<file path="config.mk">
export PLATFORM = sky130hd
export DESIGN_NAME = nlm_regs
export DESIGN_NICKNAME = d
export VERILOG_FILES = /design/src/nlm_pkg.sv /design/src/nlm_regs.sv
export VERILOG_INCLUDE_DIRS = /design/src
export SDC_FILE = /design/constraint.sdc
export NUM_CORES = 1
export LEC_CHECK = 0
export BUFFER_PORTS_ARGS = -buffer_cell sky130_fd_sc_hd__buf_2
export CAP_MARGIN = 20
export CORE_ASPECT_RATIO = 1.75
export CORE_MARGIN = 1
export CORE_UTILIZATION = 45
export DETAILED_ROUTE_END_ITERATION = 7
export PLACE_DENSITY = 0.68
export SLEW_MARGIN = 20
export SYNTH_ARGS = -nofsm -noshare
export SYNTH_HDL_FRONTEND = slang
export SYNTH_SLANG_ARGS = --single-unit
</file>
<file path="constraint.sdc">
create_clock -name clk_i -period 10.3 [get_ports clk_i]
set_input_delay 2.06 -clock clk_i [delete_from_list [all_inputs] [get_ports clk_i]]
set_output_delay 2.06 -clock clk_i [all_outputs]
set_load 0.005 [all_outputs]
</file>
<file path="src/nlm_defs.svh">
// Purpose: constants of the link and interrupt-message register bank
// Assumes: byte address of a register is four times its word index
// Notes: indices are kept as printed because some are not multiples of four
// Operation
// - max speed reads fixed 0x1
// - max width reads fixed 0x8
// - power support reads 0x01, never used
// - shallow exit latency reads zero
// - deep exit latency reads zero
// - port index reads zero
// - power control writable, resets zero
// - completion boundary bit reads zero
// - link off and retrain bits read zero
// - clock and sync bits stored only
// - current speed 0x1, current width 0x8
// - training and slot clock bits zero
// - capability id 0x5, next 0x74
// - message enable writable, resets zero
// - multi message fields read zero
// - wide address capable reads one
// - lower address bits 31:2 stored
// - nonzero upper address selects wide write
// - payload gives low 16 data bits
// - vendor header resets 0x9 and 0xB4
`ifndef NLM_DEFS_SVH
`define NLM_DEFS_SVH

`define NLM_IDX_LCAP      10'h04c
`define NLM_IDX_LCTL      10'h050
`define NLM_IDX_LSTS      10'h052
`define NLM_IDX_MSICAP    10'h064
`define NLM_IDX_MADDR     10'h068
`define NLM_IDX_MUADDR    10'h06c
`define NLM_IDX_PAYLOAD   10'h070
`define NLM_IDX_VCAP      10'h074

`define NLM_MAX_SPEED     4'h1
`define NLM_MAX_WIDTH     6'h08
`define NLM_PM_SUPPORT    2'h1
`define NLM_L0S_LAT       3'h0
`define NLM_L1_LAT        3'h0
`define NLM_PORT_IDX      8'h00
`define NLM_CAP_ID        8'h05
`define NLM_CAP_NEXT      8'h74
`define NLM_MMC           3'h0
`define NLM_MULTI_MSG_EN  3'h0
`define NLM_WIDE_CAP      1'h1
`define NLM_PM_CTL_RST    2'h0
`define NLM_VCAP_ID_RST   8'h09
`define NLM_VCAP_NXT_RST  8'hb4
`define NLM_MSI_EN_BIT    16
`define NLM_SHARED_CLK_BIT 6
`define NLM_EXT_SYNC_BIT   7

`endif

</file>
<file path="src/nlm_pkg.sv">
// Purpose: types shared by the register bank and its users
// Assumes: nothing
// Notes: none
package nlm_pkg;

  typedef struct packed {
    logic        wide;
    logic [63:0] addr;
    logic [31:0] data;
  } nlm_msi_wr_t;

  typedef struct packed {
    logic       ext_sync;
    logic       shared_clk;
    logic [1:0] pm_ctl;
  } nlm_link_ctl_t;

  typedef enum logic [1:0] {
    NLM_IDLE = 2'b01,
    NLM_SEND = 2'b10
  } nlm_msi_st_t;

endpackage

</file>
<file path="src/nlm_regs.sv">
// Purpose: link capability/control/status, message interrupt and vendor header registers
// Assumes: APB master with setup then access phase; inputs synchronous to clk_i
// Notes: one wait-free access phase; events while disabled are dropped
`timescale 1ns/1ps
`default_nettype none
`include "nlm_defs.svh"

module nlm_regs #(
  parameter int ADDR_W = 12
) (
  input  wire logic               clk_i,
  input  wire logic               sys_rst_i,
  input  wire logic               psel_i,
  input  wire logic               penable_i,
  input  wire logic               pwrite_i,
  input  wire logic [ADDR_W-1:0]  paddr_i,
  input  wire logic [31:0]        pwdata_i,
  input  wire logic [3:0]         pstrb_i,
  output logic [31:0]             prdata_o,
  output logic                    pready_o,
  output logic                    pslverr_o,
  input  wire logic               msi_event_i,
  input  wire logic               msi_ready_i,
  output logic                    msi_valid_o,
  output nlm_pkg::nlm_msi_wr_t    msi_wr_o,
  output logic                    msi_enable_o
);

  generate
    if (ADDR_W < 9 || ADDR_W > 32) begin : g_bad_addr_w
      $error("nlm_regs: ADDR_W must lie in 9..32");
    end
  endgenerate

  localparam int IW = ADDR_W - 2;

  logic [IW-1:0]           widx;
  logic                    setup;
  logic                    fin;
  logic                    wr_en;
  logic [3:0]              wr_b;
  logic                    hit;
  logic [31:0]             rd_mux;

  logic [31:0]             prdata_r;
  logic                    pready_r;
  logic                    pslverr_r;

  nlm_pkg::nlm_link_ctl_t  lctl_r;
  logic                    msi_en_r;
  logic [29:0]             addr_lo_r;
  logic [31:0]             addr_hi_r;
  logic [15:0]             payload_r;
  logic [7:0]              vcap_id_r;
  logic [7:0]              vcap_nxt_r;

  nlm_pkg::nlm_msi_st_t    st_r;
  logic                    pend_r;
  logic                    pend_nxt;
  logic                    launch;
  logic                    msi_valid_r;
  nlm_pkg::nlm_msi_wr_t    msi_wr_r;

  logic [31:0]             lcap_val;
  logic [31:0]             lctl_val;
  logic [31:0]             lsts_val;
  logic [31:0]             msicap_val;
  logic [31:0]             maddr_val;
  logic [31:0]             payload_val;
  logic [31:0]             vcap_val;

  assign widx  = paddr_i[ADDR_W-1:2];
  assign setup = psel_i & ~penable_i;
  assign fin   = psel_i & penable_i & pready_r;
  assign wr_en = fin & pwrite_i & ~pslverr_r;
  assign wr_b  = pstrb_i & {4{wr_en}};

  // fixed fields are built from constants only, so writes cannot reach them
  assign lcap_val = {`NLM_PORT_IDX,
                     6'h00,
                     `NLM_L1_LAT,
                     `NLM_L0S_LAT,
                     `NLM_PM_SUPPORT,
                     `NLM_MAX_WIDTH,
                     `NLM_MAX_SPEED};

  assign lctl_val = {16'h0000,
                     8'h00,
                     lctl_r.ext_sync,
                     lctl_r.shared_clk,
                     1'b0,
                     1'b0,
                     1'b0,
                     1'b0,
                     lctl_r.pm_ctl};

  assign lsts_val = {16'h0000,
                     3'h0,
                     3'h0,
                     `NLM_MAX_WIDTH,
                     `NLM_MAX_SPEED};

  assign msicap_val = {8'h00,
                       `NLM_WIDE_CAP,
                       `NLM_MULTI_MSG_EN,
                       `NLM_MMC,
                       msi_en_r,
                       `NLM_CAP_NEXT,
                       `NLM_CAP_ID};

  assign maddr_val   = {addr_lo_r, 2'b00};
  assign payload_val = {16'h0000, payload_r};
  assign vcap_val    = {16'h0000, vcap_nxt_r, vcap_id_r};

  always_comb begin
    hit    = 1'b1;
    rd_mux = 32'h0000_0000;
    case (widx)
      IW'(`NLM_IDX_LCAP):   rd_mux = lcap_val;
      IW'(`NLM_IDX_LCTL):   rd_mux = lctl_val;
      IW'(`NLM_IDX_LSTS):   rd_mux = lsts_val;
      IW'(`NLM_IDX_MSICAP): rd_mux = msicap_val;
      IW'(`NLM_IDX_MADDR):  rd_mux = maddr_val;
      IW'(`NLM_IDX_MUADDR): rd_mux = addr_hi_r;
      IW'(`NLM_IDX_PAYLOAD): rd_mux = payload_val;
      IW'(`NLM_IDX_VCAP):   rd_mux = vcap_val;
      default:              hit = 1'b0;
    endcase
  end

  // ready rises in the first access cycle and drops at completion,
  // so back-to-back transfers each see a fresh setup decode
  always_ff @(posedge clk_i or posedge sys_rst_i) begin
    if (sys_rst_i) begin
      pready_r  <= 1'b0;
      pslverr_r <= 1'b0;
      prdata_r  <= 32'h0000_0000;
    end else begin
      pready_r  <= setup;
      if (setup) begin
        pslverr_r <= ~hit;
        prdata_r  <= pwrite_i ? 32'h0000_0000 : rd_mux;
      end else if (fin) begin
        pslverr_r <= 1'b0;
        prdata_r  <= 32'h0000_0000;
      end
    end
  end

  // power control and the two link bits are plain storage; nothing acts on them
  always_ff @(posedge clk_i or posedge sys_rst_i) begin
    if (sys_rst_i) begin
      lctl_r.pm_ctl <= `NLM_PM_CTL_RST;
      lctl_r.shared_clk <= 1'b0;
      lctl_r.ext_sync   <= 1'b0;
    end else if (widx == IW'(`NLM_IDX_LCTL) && wr_b[0]) begin
      lctl_r.pm_ctl <= pwdata_i[1:0];
      lctl_r.shared_clk <= pwdata_i[`NLM_SHARED_CLK_BIT];
      lctl_r.ext_sync   <= pwdata_i[`NLM_EXT_SYNC_BIT];
    end
  end

  always_ff @(posedge clk_i or posedge sys_rst_i) begin
    if (sys_rst_i) begin
      msi_en_r <= 1'b0;
    end else if (widx == IW'(`NLM_IDX_MSICAP) && wr_b[2]) begin
      msi_en_r <= pwdata_i[`NLM_MSI_EN_BIT];
    end
  end

  always_ff @(posedge clk_i or posedge sys_rst_i) begin
    if (sys_rst_i) begin
      addr_lo_r <= 30'h0000_0000;
    end else if (widx == IW'(`NLM_IDX_MADDR)) begin
      if (wr_b[0]) addr_lo_r[5:0]   <= pwdata_i[7:2];
      if (wr_b[1]) addr_lo_r[13:6]  <= pwdata_i[15:8];
      if (wr_b[2]) addr_lo_r[21:14] <= pwdata_i[23:16];
      if (wr_b[3]) addr_lo_r[29:22] <= pwdata_i[31:24];
    end
  end

  always_ff @(posedge clk_i or posedge sys_rst_i) begin
    if (sys_rst_i) begin
      addr_hi_r <= 32'h0000_0000;
    end else if (widx == IW'(`NLM_IDX_MUADDR)) begin
      for (int b = 0; b < 4; b++) begin
        if (wr_b[b]) addr_hi_r[b*8 +: 8] <= pwdata_i[b*8 +: 8];
      end
    end
  end

  always_ff @(posedge clk_i or posedge sys_rst_i) begin
    if (sys_rst_i) begin
      payload_r <= 16'h0000;
    end else if (widx == IW'(`NLM_IDX_PAYLOAD)) begin
      if (wr_b[0]) payload_r[7:0]  <= pwdata_i[7:0];
      if (wr_b[1]) payload_r[15:8] <= pwdata_i[15:8];
    end
  end

  // header fields take writes for test use only; software must leave them alone
  always_ff @(posedge clk_i or posedge sys_rst_i) begin
    if (sys_rst_i) begin
      vcap_id_r  <= `NLM_VCAP_ID_RST;
      vcap_nxt_r <= `NLM_VCAP_NXT_RST;
    end else if (widx == IW'(`NLM_IDX_VCAP)) begin
      if (wr_b[0]) vcap_id_r  <= pwdata_i[7:0];
      if (wr_b[1]) vcap_nxt_r <= pwdata_i[15:8];
    end
  end

  // an event in the launch cycle re-arms the pending flag: set wins
  assign launch   = (st_r == nlm_pkg::NLM_IDLE) & pend_r & msi_en_r;
  assign pend_nxt = (pend_r & ~launch) | (msi_event_i & msi_en_r);

  always_ff @(posedge clk_i or posedge sys_rst_i) begin
    if (sys_rst_i) begin
      pend_r <= 1'b0;
    end else begin
      pend_r <= pend_nxt;
    end
  end

  // a posted request is finished even if software disables meanwhile
  always_ff @(posedge clk_i or posedge sys_rst_i) begin
    if (sys_rst_i) begin
      st_r        <= nlm_pkg::NLM_IDLE;
      msi_valid_r <= 1'b0;
      msi_wr_r    <= '0;
    end else begin
      case (st_r)
        nlm_pkg::NLM_IDLE: begin
          if (launch) begin
            msi_valid_r   <= 1'b1;
            msi_wr_r.wide <= (addr_hi_r != 32'h0000_0000);
            msi_wr_r.addr <= {addr_hi_r, addr_lo_r, 2'b00};
            msi_wr_r.data <= {16'h0000, payload_r};
            st_r          <= nlm_pkg::NLM_SEND;
          end
        end
        nlm_pkg::NLM_SEND: begin
          if (msi_ready_i) begin
            msi_valid_r <= 1'b0;
            st_r        <= nlm_pkg::NLM_IDLE;
          end
        end
        default: begin
          msi_valid_r <= 1'b0;
          st_r        <= nlm_pkg::NLM_IDLE;
        end
      endcase
    end
  end

  assign prdata_o     = prdata_r;
  assign pready_o     = pready_r;
  assign pslverr_o    = pslverr_r;
  assign msi_valid_o  = msi_valid_r;
  assign msi_wr_o     = msi_wr_r;
  assign msi_enable_o = msi_en_r;

  logic rd_fin;
  assign rd_fin = fin & ~pwrite_i;
endmodule

`default_nettype wire

</file>
==> reports/metrics.cfg, run 1 <==
[outcome]
status=finished, final reports clean

[synth]
synth_cell_type_count=50
synth_edf_count=0
ys.warnings.count=0
ys_ff_latch=215
syn_area_um2=9090
async_reset_ff_frac=1.00
syn_area_per_cell_um2=13.9
syn_inst=656
ys_seq_area_frac=0.593
yosys_most_used_dff=dfrtp_1

[power]
leakagePower_nw=5.68
power_switching_share=0.223
p_seq_frac=0.545
clock_power_share=0.419
powerDensity_nw_per_um2=146
switchingPower_mw=0.346
combinationalPowerShare=0.036
intPower_mw=1.21
ir_drop_v=0.000110

[floorplanning]
dieHeight_um=190
rows=68
core_area_um2=19700
die_w_um=109
io_pins=188
start_util=0.461
die_area_um2=20800

[worst_setup_path]
crit_buf_inv=2
cp_cell_sequence=buf_2, buf_4, and3b_1, nand3_1, nor2_2, a222oi_1, o21ai_0
cp_max_fo=41
critPathRequiredTime_ps=10690
critPathSlowestCell=nor2_2
worstSetupStartpointType=input pin
slowest_delay_ps=630
worstSetupPathType=in -> reg
worst_setup_path_end_kind=flip-flop
arrival_ps=4550
crit_family=simple AND/OR/NAND/NOR gates

[timing]
tightest_slew_ps=1010
setup_tns_ps=0
setup_slack_ps=6140
hold_violations=0
setup_violations=0
fin_crit_ps=4160
rsz0062_at_grt=false
max_freq_mhz=240
maxSlewViolCount=0
maxSlewHeadroom=0.324
min_period_over_period=0.404
clock_skew_ps=5.01
hold-worst-slack_ps=479

[clock_tree]
ctsResizeCount=0
postCtsSetupBuffers=0
clk_latency_ps=490
clock_sinks=215
cts-root-buf=clkbuf_16
clk_pin_slew_ps=70
cts_tree=done
cts.htree.levels=1
holdBufCountCts=0
cts_inserted_buffers=19
cts_buffer_depth=3

[grt]
grt.total_usage=0.210
grt_pass1_vias=5865
antenna_found_initial=0
grt_pass1_wl_um=33000
grt_overflow=0
grt_max_degree=143

[cells_and_area]
layout_commonest_cell=dfrtp_1
layout.nets=876
synthToLayoutAreaGrowth_pct=17.3
layout.area.seq_um2=5390
multi_input_area_um2=3520
drive_gt1_frac=0.501
layout_common_cells=208 x dfrtp_1, 186 x mux2_2, 167 x buf_2
nFillCells=1788
design_area_um2=10700
diodes=0

[job]
max-cap-violations=0

[route]
first_pass_iters=4
drcViolationCount=0
first_iter_violations=308
via_per_inst=5.41
wl_um=21300
wl_per_cell_um=19.8
vias=5826
ant_nets=0

[hold_path]
holdCritPathClass=reg -> reg

[placed_design]
gp_congestion=0.734
dp_slack_ps=5650
placed_cell_area_um2=10100
io_buffers=167
dp_hpwl_um=14500

## state kept, by name, summed over array words and instances, names as in the netlist
name          cells
msi_wr_o         79
addr_hi_r        32
prdata_o         32
addr_lo_r        30
payload_r        16
vcap_id_r         8
vcap_nxt_r        8
lctl_r            4
st_r              2
msi_enable_o      1
pend_r            1
pready_o          1
pslverr_o         1
## metal layers
layer	part of all wire	global-route usage	routed length (um)	up-vias
met5	0	0	0	-
met2	0.53	0.376	11400	168
li1	-	-	-	2653
met3	0.051	0.0230	1080	30
met4	0.022	0.0605	478	0
met1	0.39	0.265	8410	2975
## per-stage QoR
step | instances | total power, mW | utilization
final | 1077 | 1.55 | 0.541
after global routing | 1077 | 1.61 | 0.541
after CTS | 1077 | 1.57 | 0.540
after detailed placement | 1045 | 0.920 | 0.512
after global placement | 1045 | 0.919 | 0.512
after floorplan | 673 | 0.897 | -
## tightest hold or removal path: cells and delay by family, from the launching register on
family             cells  cell delay, ps
AOI/OAI and AO/OA      1              60
DFF                    1             340
and+or+nand+nor        1              50
## cell usage after synthesis (2+ instances only)
cell type | n | share of area
nor4_1 | 8 | 0.0055
buf_4 | 18 | 0.015
nand2_2 | 4 | 0.0028
a21oi_1 | 5 | 0.0028
a222oi_1 | 5 | 0.0055
nor2b_1 | 3 | 0.0021
nand3_4 | 2 | 0.0039
buf_2 | 9 | 0.0050
nand2b_1 | 2 | 0.0014
nor3b_2 | 2 | 0.0028
mux2_2 | 186 | 0.23
nor3b_4 | 2 | 0.0041
a221oi_1 | 8 | 0.0077
nand4_1 | 4 | 0.0028
nand3_2 | 2 | 0.0022
o32ai_1 | 2 | 0.0019
mux2_1 | 2 | 0.0025
dfstp_2 | 7 | 0.020
clkbuf_1 | 17 | 0.0070
nor2_2 | 3 | 0.0021
o21ai_1 | 10 | 0.0055
inv_1 | 7 | 0.0029
mux2i_1 | 22 | 0.024
nand4_2 | 3 | 0.0041
nand2_1 | 47 | 0.019
dfrtp_1 | 208 | 0.57
nor2_1 | 14 | 0.0058
o21ai_0 | 25 | 0.014
nand3_1 | 4 | 0.0022
o22ai_1 | 3 | 0.0021
and2_0 | 3 | 0.0021
## power by group through the flow
| stage | clock, mW | combinational (mW) | sequential (mW) |
|---|---|---|---|
| floorplan | 0 | 0.0346 | 0.862 |
| global placement | 0 | 0.0575 | 0.862 |
| detailed placement | 0 | 0.0578 | 0.862 |
| CTS | 0.671 | 0.0580 | 0.846 |
| global route | 0.698 | 0.0637 | 0.845 |
| finish | 0.651 | 0.0562 | 0.846 |
## logic make-up (layout without fill, tap and decap cells)
| group | after synthesis | count (layout) | share of synthesized area |
|---|---|---|---|
| DFF | 215 | 215 | 0.593 |
| muxes | 210 | 210 | 0.257 |
| and+or+nand+nor | 111 | 111 | 0.0717 |
| AOI/OAI and AO/OA | 67 | 67 | 0.0475 |
| buffers and inverters | 51 | 210 | 0.0297 |
| other | 1 | 18 | 0.000412 |
| xor gates and xnor gates | 1 | 1 | 0.000963 |
## area by class of cell
class,instances,area share
inverter,7,0.00317
timing repair buffer,171,0.0812
tap,245,0.0287
clock buffer,24,0.0473
clock inverter,8,0.00422
sequential,215,0.505
multi-input combinational,407,0.330
## final timing paths
path,start,to,slack (ps),cells after the start
min,prdata_o[25],prdata_o[25],480,2
max in group asynchronous,sys_rst_i,prdata_o[20],6970,3
min in group asynchronous,sys_rst_i,msi_wr_o[61],1730,2
max reg2reg,pready_o,lctl_r[2],8050,5
min reg2reg,prdata_o[25],prdata_o[25],480,2
max,paddr_i[4],prdata_o[9],6140,7
(Power assumes the default switching activity.)
==> run 2: changes to the inputs <==
clock period = 4.2 ns   (was 10.3 ns; I/O delays follow)
==> run 2 against run 1 <==
  * Die area unchanged
  * Clock power rose to 2.7 times the previous value
  * Via count up 0.53%
  * Cell count up 0.74%
  * Sequential share of layout area down 0.70 points
  * Clock-buffer cell count up 6
  * Sequential cell count unchanged
  * Sequential power up 150%
  * Core utilization up 0.76 points
  * Design area up 1.4%
  * Non-clock buffer count up 4
  * Critical endpoint is now payload_r[9]
  * Largest cell class unchanged
==> reports/metrics.cfg, run 2 (synthesis gave the netlist of run 1 again) <==
[placed_design]
io_buffers=167  ; unchanged
gp_congestion=0.750  ; was 0.734
dp_hpwl_um=14700  ; was 14500 um
dp_slack_ps=1260  ; was 5650 ps

[cells_and_area]
synthToLayoutAreaGrowth_pct=19.0  ; was 17.3%
layout.nets=881  ; was 876
diodes=0  ; unchanged
largest_register_ffs=79  ; unchanged
layout_common_cells=208 x dfrtp_1, 186 x mux2_2, 167 x buf_2  ; unchanged
drive_gt1_frac=0.502  ; was 0.501
layout_commonest_cell=dfrtp_1  ; unchanged

[worst_setup_path]
cp_max_fo=9  ; was 41
worstSetupPathType=in -> reg  ; unchanged
critPathRequiredTime_ps=4570  ; was 10690 ps
worst_setup_path_end_kind=flip-flop  ; unchanged
slowest_delay_ps=460  ; was 630 ps
arrival_ps=2800  ; was 4550 ps
cp_cell_sequence=buf_2, nor3_1, and4_1, buf_4, nand2_1, mux2_2  ; was buf_2, buf_4, and3b_1, nand3_1, nor2_2, a222oi_1, o21ai_0
worstSetupStartpointType=input pin  ; unchanged
critPathSlowestCell=and4_1  ; was nor2_2

[timing]
max_freq_mhz=411
setup_violations=0  ; unchanged
min_period_over_period=0.580
clock_skew_ps=9.31  ; was 5.01 ps
tightest_slew_ps=737  ; was 1010 ps
rsz0062_at_grt=false  ; unchanged
maxSlewViolCount=0  ; unchanged
setup_tns_ps=0  ; unchanged
fin_crit_ps=2430
setup_slack_ps=1770  ; was 6140 ps
hold_violations=0  ; unchanged
maxSlewHeadroom=0.507  ; was 0.324

[floorplanning]
core_area_um2=19700  ; unchanged
io_pins=188  ; unchanged
rows=68  ; unchanged
dieHeight_um=190  ; unchanged
die_w_um=109  ; unchanged
die_area_um2=20800  ; unchanged
start_util=0.461  ; unchanged

[route]
ant_nets=0  ; unchanged
drcViolationCount=0  ; unchanged
wl_per_cell_um=19.5  ; was 19.8 um
wl_um=21200  ; was 21300 um
via_per_inst=5.40  ; was 5.41
first_pass_iters=6  ; was 4
first_iter_violations=198  ; was 308
vias=5857  ; was 5826

[grt]
antenna_found_initial=0  ; unchanged
grt_max_degree=96  ; was 143
grt_pass1_wl_um=33200  ; was 33000 um
grt_pass1_vias=5856  ; was 5865
grt_overflow=0  ; unchanged
grt.total_usage=0.211  ; was 0.210

[power]
p_total_mw=4.01  ; was 1.55 mW
powerDensity_nw_per_um2=371  ; was 146 nW/um2
leakagePower_nw=5.73  ; was 5.68 nW
ir_drop_v=0.000267  ; was 0.000110 V

[clock_tree]
cts.htree.levels=1  ; unchanged
cts_tree=done  ; unchanged
clk_pin_slew_ps=60  ; was 70 ps
holdBufCountCts=0  ; unchanged
postCtsSetupBuffers=0  ; unchanged
cts_inserted_buffers=20  ; was 19
clock_sinks=215  ; unchanged
clk_latency_ps=490  ; about the same
cts_buffer_depth=3  ; unchanged
cts-root-buf=clkbuf_16  ; unchanged
ctsResizeCount=0  ; unchanged

[hold_path]
holdCritPathClass=in -> async  ; was reg -> reg

[job]
max-cap-violations=0  ; unchanged

[outcome]
status=finished, final reports clean  ; unchanged

run 2: stage by stage:
stage,util,instance area (um2),hold WS (ps),cells
floorplan,-,9160,462,673
global placement,0.515,10200,459,1049
detailed placement,0.515,10200,465,1049
CTS,0.548,10800,480,1085
global route,0.548,10800,508,1085
finish,0.548,10800,470,1085
run 2: final cells by class:
| class | count | area, um2 |
|---|---|---|
| clock inverters | 6 | 68.8 |
| flip-flops and latches | 215 | 5390 |
| repair buffers | 175 | 921 |
| multi-input cells | 407 | 3520 |
| fillers | 1760 | 8920 |
| well taps | 245 | 307 |
| inverters | 7 | 30.0 |
| clock buffers | 30 | 579 |
run 2: path summary, 6_finish.rpt:
kind | from | endpoint | slack (ps) | depth (start not counted)
worst max-delay path | paddr_i[3] | payload_r[9] | 1770 | 6
worst min-delay path | sys_rst_i | msi_wr_o[52] | 470 | 2
worst max register to register | pready_o | lctl_r[3] | 2010 | 5
worst min register to register | prdata_o[14] | prdata_o[14] | 470 | 2
max in group asynchronous | sys_rst_i | vcap_id_r[3] | 2770 | 3
min in group clk_i | prdata_o[14] | prdata_o[14] | 470 | 2
run 2: routing by layer:
metal	track usage	wire (um)	share of wire
met3	0.0240	862	0.041
met4	0.0738	602	0.028
met5	0	0	0
met2	0.371	11200	0.53
met1	0.265	8490	0.40
run 2: power breakdown:
group	total, mW	switching [mW]	internal [mW]
Combinational	0.142	0.102	0.0395
Sequential	2.08	0.00263	2.07
Clock	1.79	0.769	1.02
Total	4.01	0.874	3.14
run 2: critical path, delay by kind of cell:
family                 cells  cell delay (ps)
buffers and inverters      2              400
multiplexers               1              360
AND/OR/NAND/NOR            3             1190
==> run 3: changes to the inputs <==
clock period = 2.4 ns   (was 4.2 ns; I/O delays follow)
==> run 3 against run 2 <==
  * Cell count is 1.8% higher
  * Critical path depth is 1 lower
  * Combinational power is 83% higher
  * Global-route usage is 0.46 points higher
  * Hold slack worse by 270 ps
  * Register-to-register slack worse by 1500 ps
  * Critical path type is now reg -> reg
  * Largest cell class unchanged
==> reports/metrics.cfg, run 3 (synthesis gave the netlist of run 1 again) <==
[timing]
max_freq_mhz=517
setup_violations=0  ; unchanged
rsz0062_at_grt=false  ; unchanged
maxSlewHeadroom=0.634  ; was 0.507
maxSlewViolCount=0  ; unchanged
setup_tns_ps=0  ; unchanged
min_period_over_period=0.806
hold_violations=0  ; unchanged
fin_crit_ps=1940
tightest_slew_ps=547  ; was 737 ps
hold-worst-slack_ps=199  ; was 470 ps
clock_skew_ps=8.25  ; was 9.31 ps

[cells_and_area]
layout.nets=901  ; was 881
diodes=0  ; unchanged
multi_input_area_um2=3520  ; about the same
largest_register_ffs=79  ; unchanged
layout_common_cells=208 x dfrtp_1, 186 x mux2_2, 167 x buf_2  ; unchanged
drive_gt1_frac=0.517  ; was 0.502
synthToLayoutAreaGrowth_pct=21.1  ; was 19.0%
layout_commonest_cell=dfrtp_1  ; unchanged
nFillCells=1714  ; was 1760
layout.area.seq_um2=5390  ; unchanged
stdcell_count=1104  ; was 1085

[worst_setup_path]
r2r_start=pready_o  ; unchanged
reg2reg_to=lctl_r[2]  ; was lctl_r[3]
critPathRequiredTime_ps=2780  ; was 4570 ps
worstSetupStartpointType=flip-flop  ; was input pin
reg2reg_setup_slack_ps=460  ; was 2010 ps
reg2reg_depth=5  ; unchanged
cp_max_fo=5  ; was 9
worst_setup_path_end_kind=flip-flop  ; unchanged
worstSetupPathType=reg -> reg  ; was in -> reg
arrival_ps=2320  ; was 2800 ps

[clock_tree]
clk_pin_slew_ps=70  ; was 60 ps
clk_latency_ps=490  ; about the same
cts.htree.levels=1  ; unchanged
cts-root-buf=clkbuf_16  ; unchanged
cts_tree=done  ; unchanged
cts_inserted_buffers=20  ; unchanged
cts_buffer_depth=3  ; unchanged
clock_sinks=215  ; unchanged
postCtsSetupBuffers=0  ; unchanged

[floorplanning]
core_area_um2=19700  ; unchanged
io_pins=188  ; unchanged
die_area_um2=20800  ; unchanged
start_util=0.461  ; unchanged
dieHeight_um=190  ; unchanged
rows=68  ; unchanged
die_w_um=109  ; unchanged

[grt]
antenna_found_initial=0  ; unchanged
grt.total_usage=0.216  ; was 0.211
grt_max_degree=83  ; was 96
grt_pass1_wl_um=34200  ; was 33200 um
grt_pass1_vias=6080  ; was 5856
grt_overflow=0  ; unchanged

[power]
leakagePower_nw=5.87  ; was 5.73 nW
powerDensity_nw_per_um2=652  ; was 371 nW/um2
ir_drop_v=0.000475  ; was 0.000267 V

[route]
first_iter_violations=256  ; was 198
drcViolationCount=0  ; unchanged
first_pass_iters=5  ; was 6
via_per_inst=5.36  ; was 5.40
ant_nets=0  ; unchanged
wl_per_cell_um=19.6  ; was 19.5 um
wl_um=21600  ; was 21200 um
vias=5912  ; was 5857

[placed_design]
gp_congestion=0.813  ; was 0.750
io_buffers=167  ; unchanged
dp_cells=1068  ; was 1049
dp_hpwl_um=15800  ; was 14700 um

[job]
max-cap-violations=0  ; unchanged

[hold_path]
holdPathStages=3
holdCritPathClass=in -> reg  ; was in -> async
hold_end=pend_r
min_from=msi_event_i

[outcome]
status=finished, final reports clean  ; unchanged

-- run 3: changes by cell type in the layout (fill, tap and decap cells not counted), moves of 3 or more --
cell | previous run | this run
clkinvlp_4 | 5 | 1
clkbuf_1 | 7 | 3
clkinv_2 | 0 | 4
buf_4 | 6 | 24
clkbuf_8 | 2 | 5
-- run 3: worst max path at each step --
stage,cells past startpoint,to,slack (ps),startpoint
2_1_floorplan,1,addr_hi_r[0],-870,sys_rst_i
3_3_place_gp,6,addr_hi_r[18],170,paddr_i[9]
3_5_place_dp,7,prdata_o[22],80,paddr_i[9]
4_1_cts,5,lctl_r[2],430,pready_o
5_1_grt,5,lctl_r[3],300,pready_o
6_report,5,lctl_r[2],460,pready_o
-- run 3: layout make-up --
class                           instances  area share
Sequential cell                       215       0.489
Multi-Input combinational cell        407       0.319
Timing Repair Buffer                  195      0.0986
Clock buffer                           29      0.0550
Tap cell                              245      0.0278
Clock inverter                          6     0.00727
Inverter                                7     0.00273
-- run 3: per-stage QoR --
stage                     total power, mW  utilization  area, um2  setup slack, ps
after global placement               3.96        0.523      10300              174
after global routing                 7.44        0.558      11000              296
final                                7.19        0.558      11000              465
after detailed placement             3.96        0.523      10300             79.5
after CTS                            7.27        0.558      11000              426
after floorplan                      3.85            -       9160             -872
-- run 3: per-layer routing --
| metal | vias up | wire length, um | GRT usage |
|---|---|---|---|
| met5 | - | 0 | 0 |
| met4 | 0 | 495 | 0.0610 |
| met2 | 148 | 11700 | 0.393 |
| met1 | 3017 | 8510 | 0.264 |
| li1 | 2711 | - | - |
| met3 | 36 | 897 | 0.0250 |
-- run 3: what timing repair did --
item                      in CTS  in global routing
hold buffers                   1                  0
gates resized for setup        0                  0
hold endpoints to repair       6                  0
-- run 3: critical path, stage by stage, from the launching register on --
cell	delay, ps
dfrtp_1	430
nand4_1	130
nor2_2	140
and2_0	340
nor3b_2	400
mux2_2	380
-- run 3: power by group --
| group | leakage (nW) | switching, mW | internal, mW |
|---|---|---|---|
| sequential | 2.97 | 0.00464 | 3.63 |
| combinational | 2.56 | 0.182 | 0.0784 |
| clock | 0.342 | 1.33 | 1.96 |
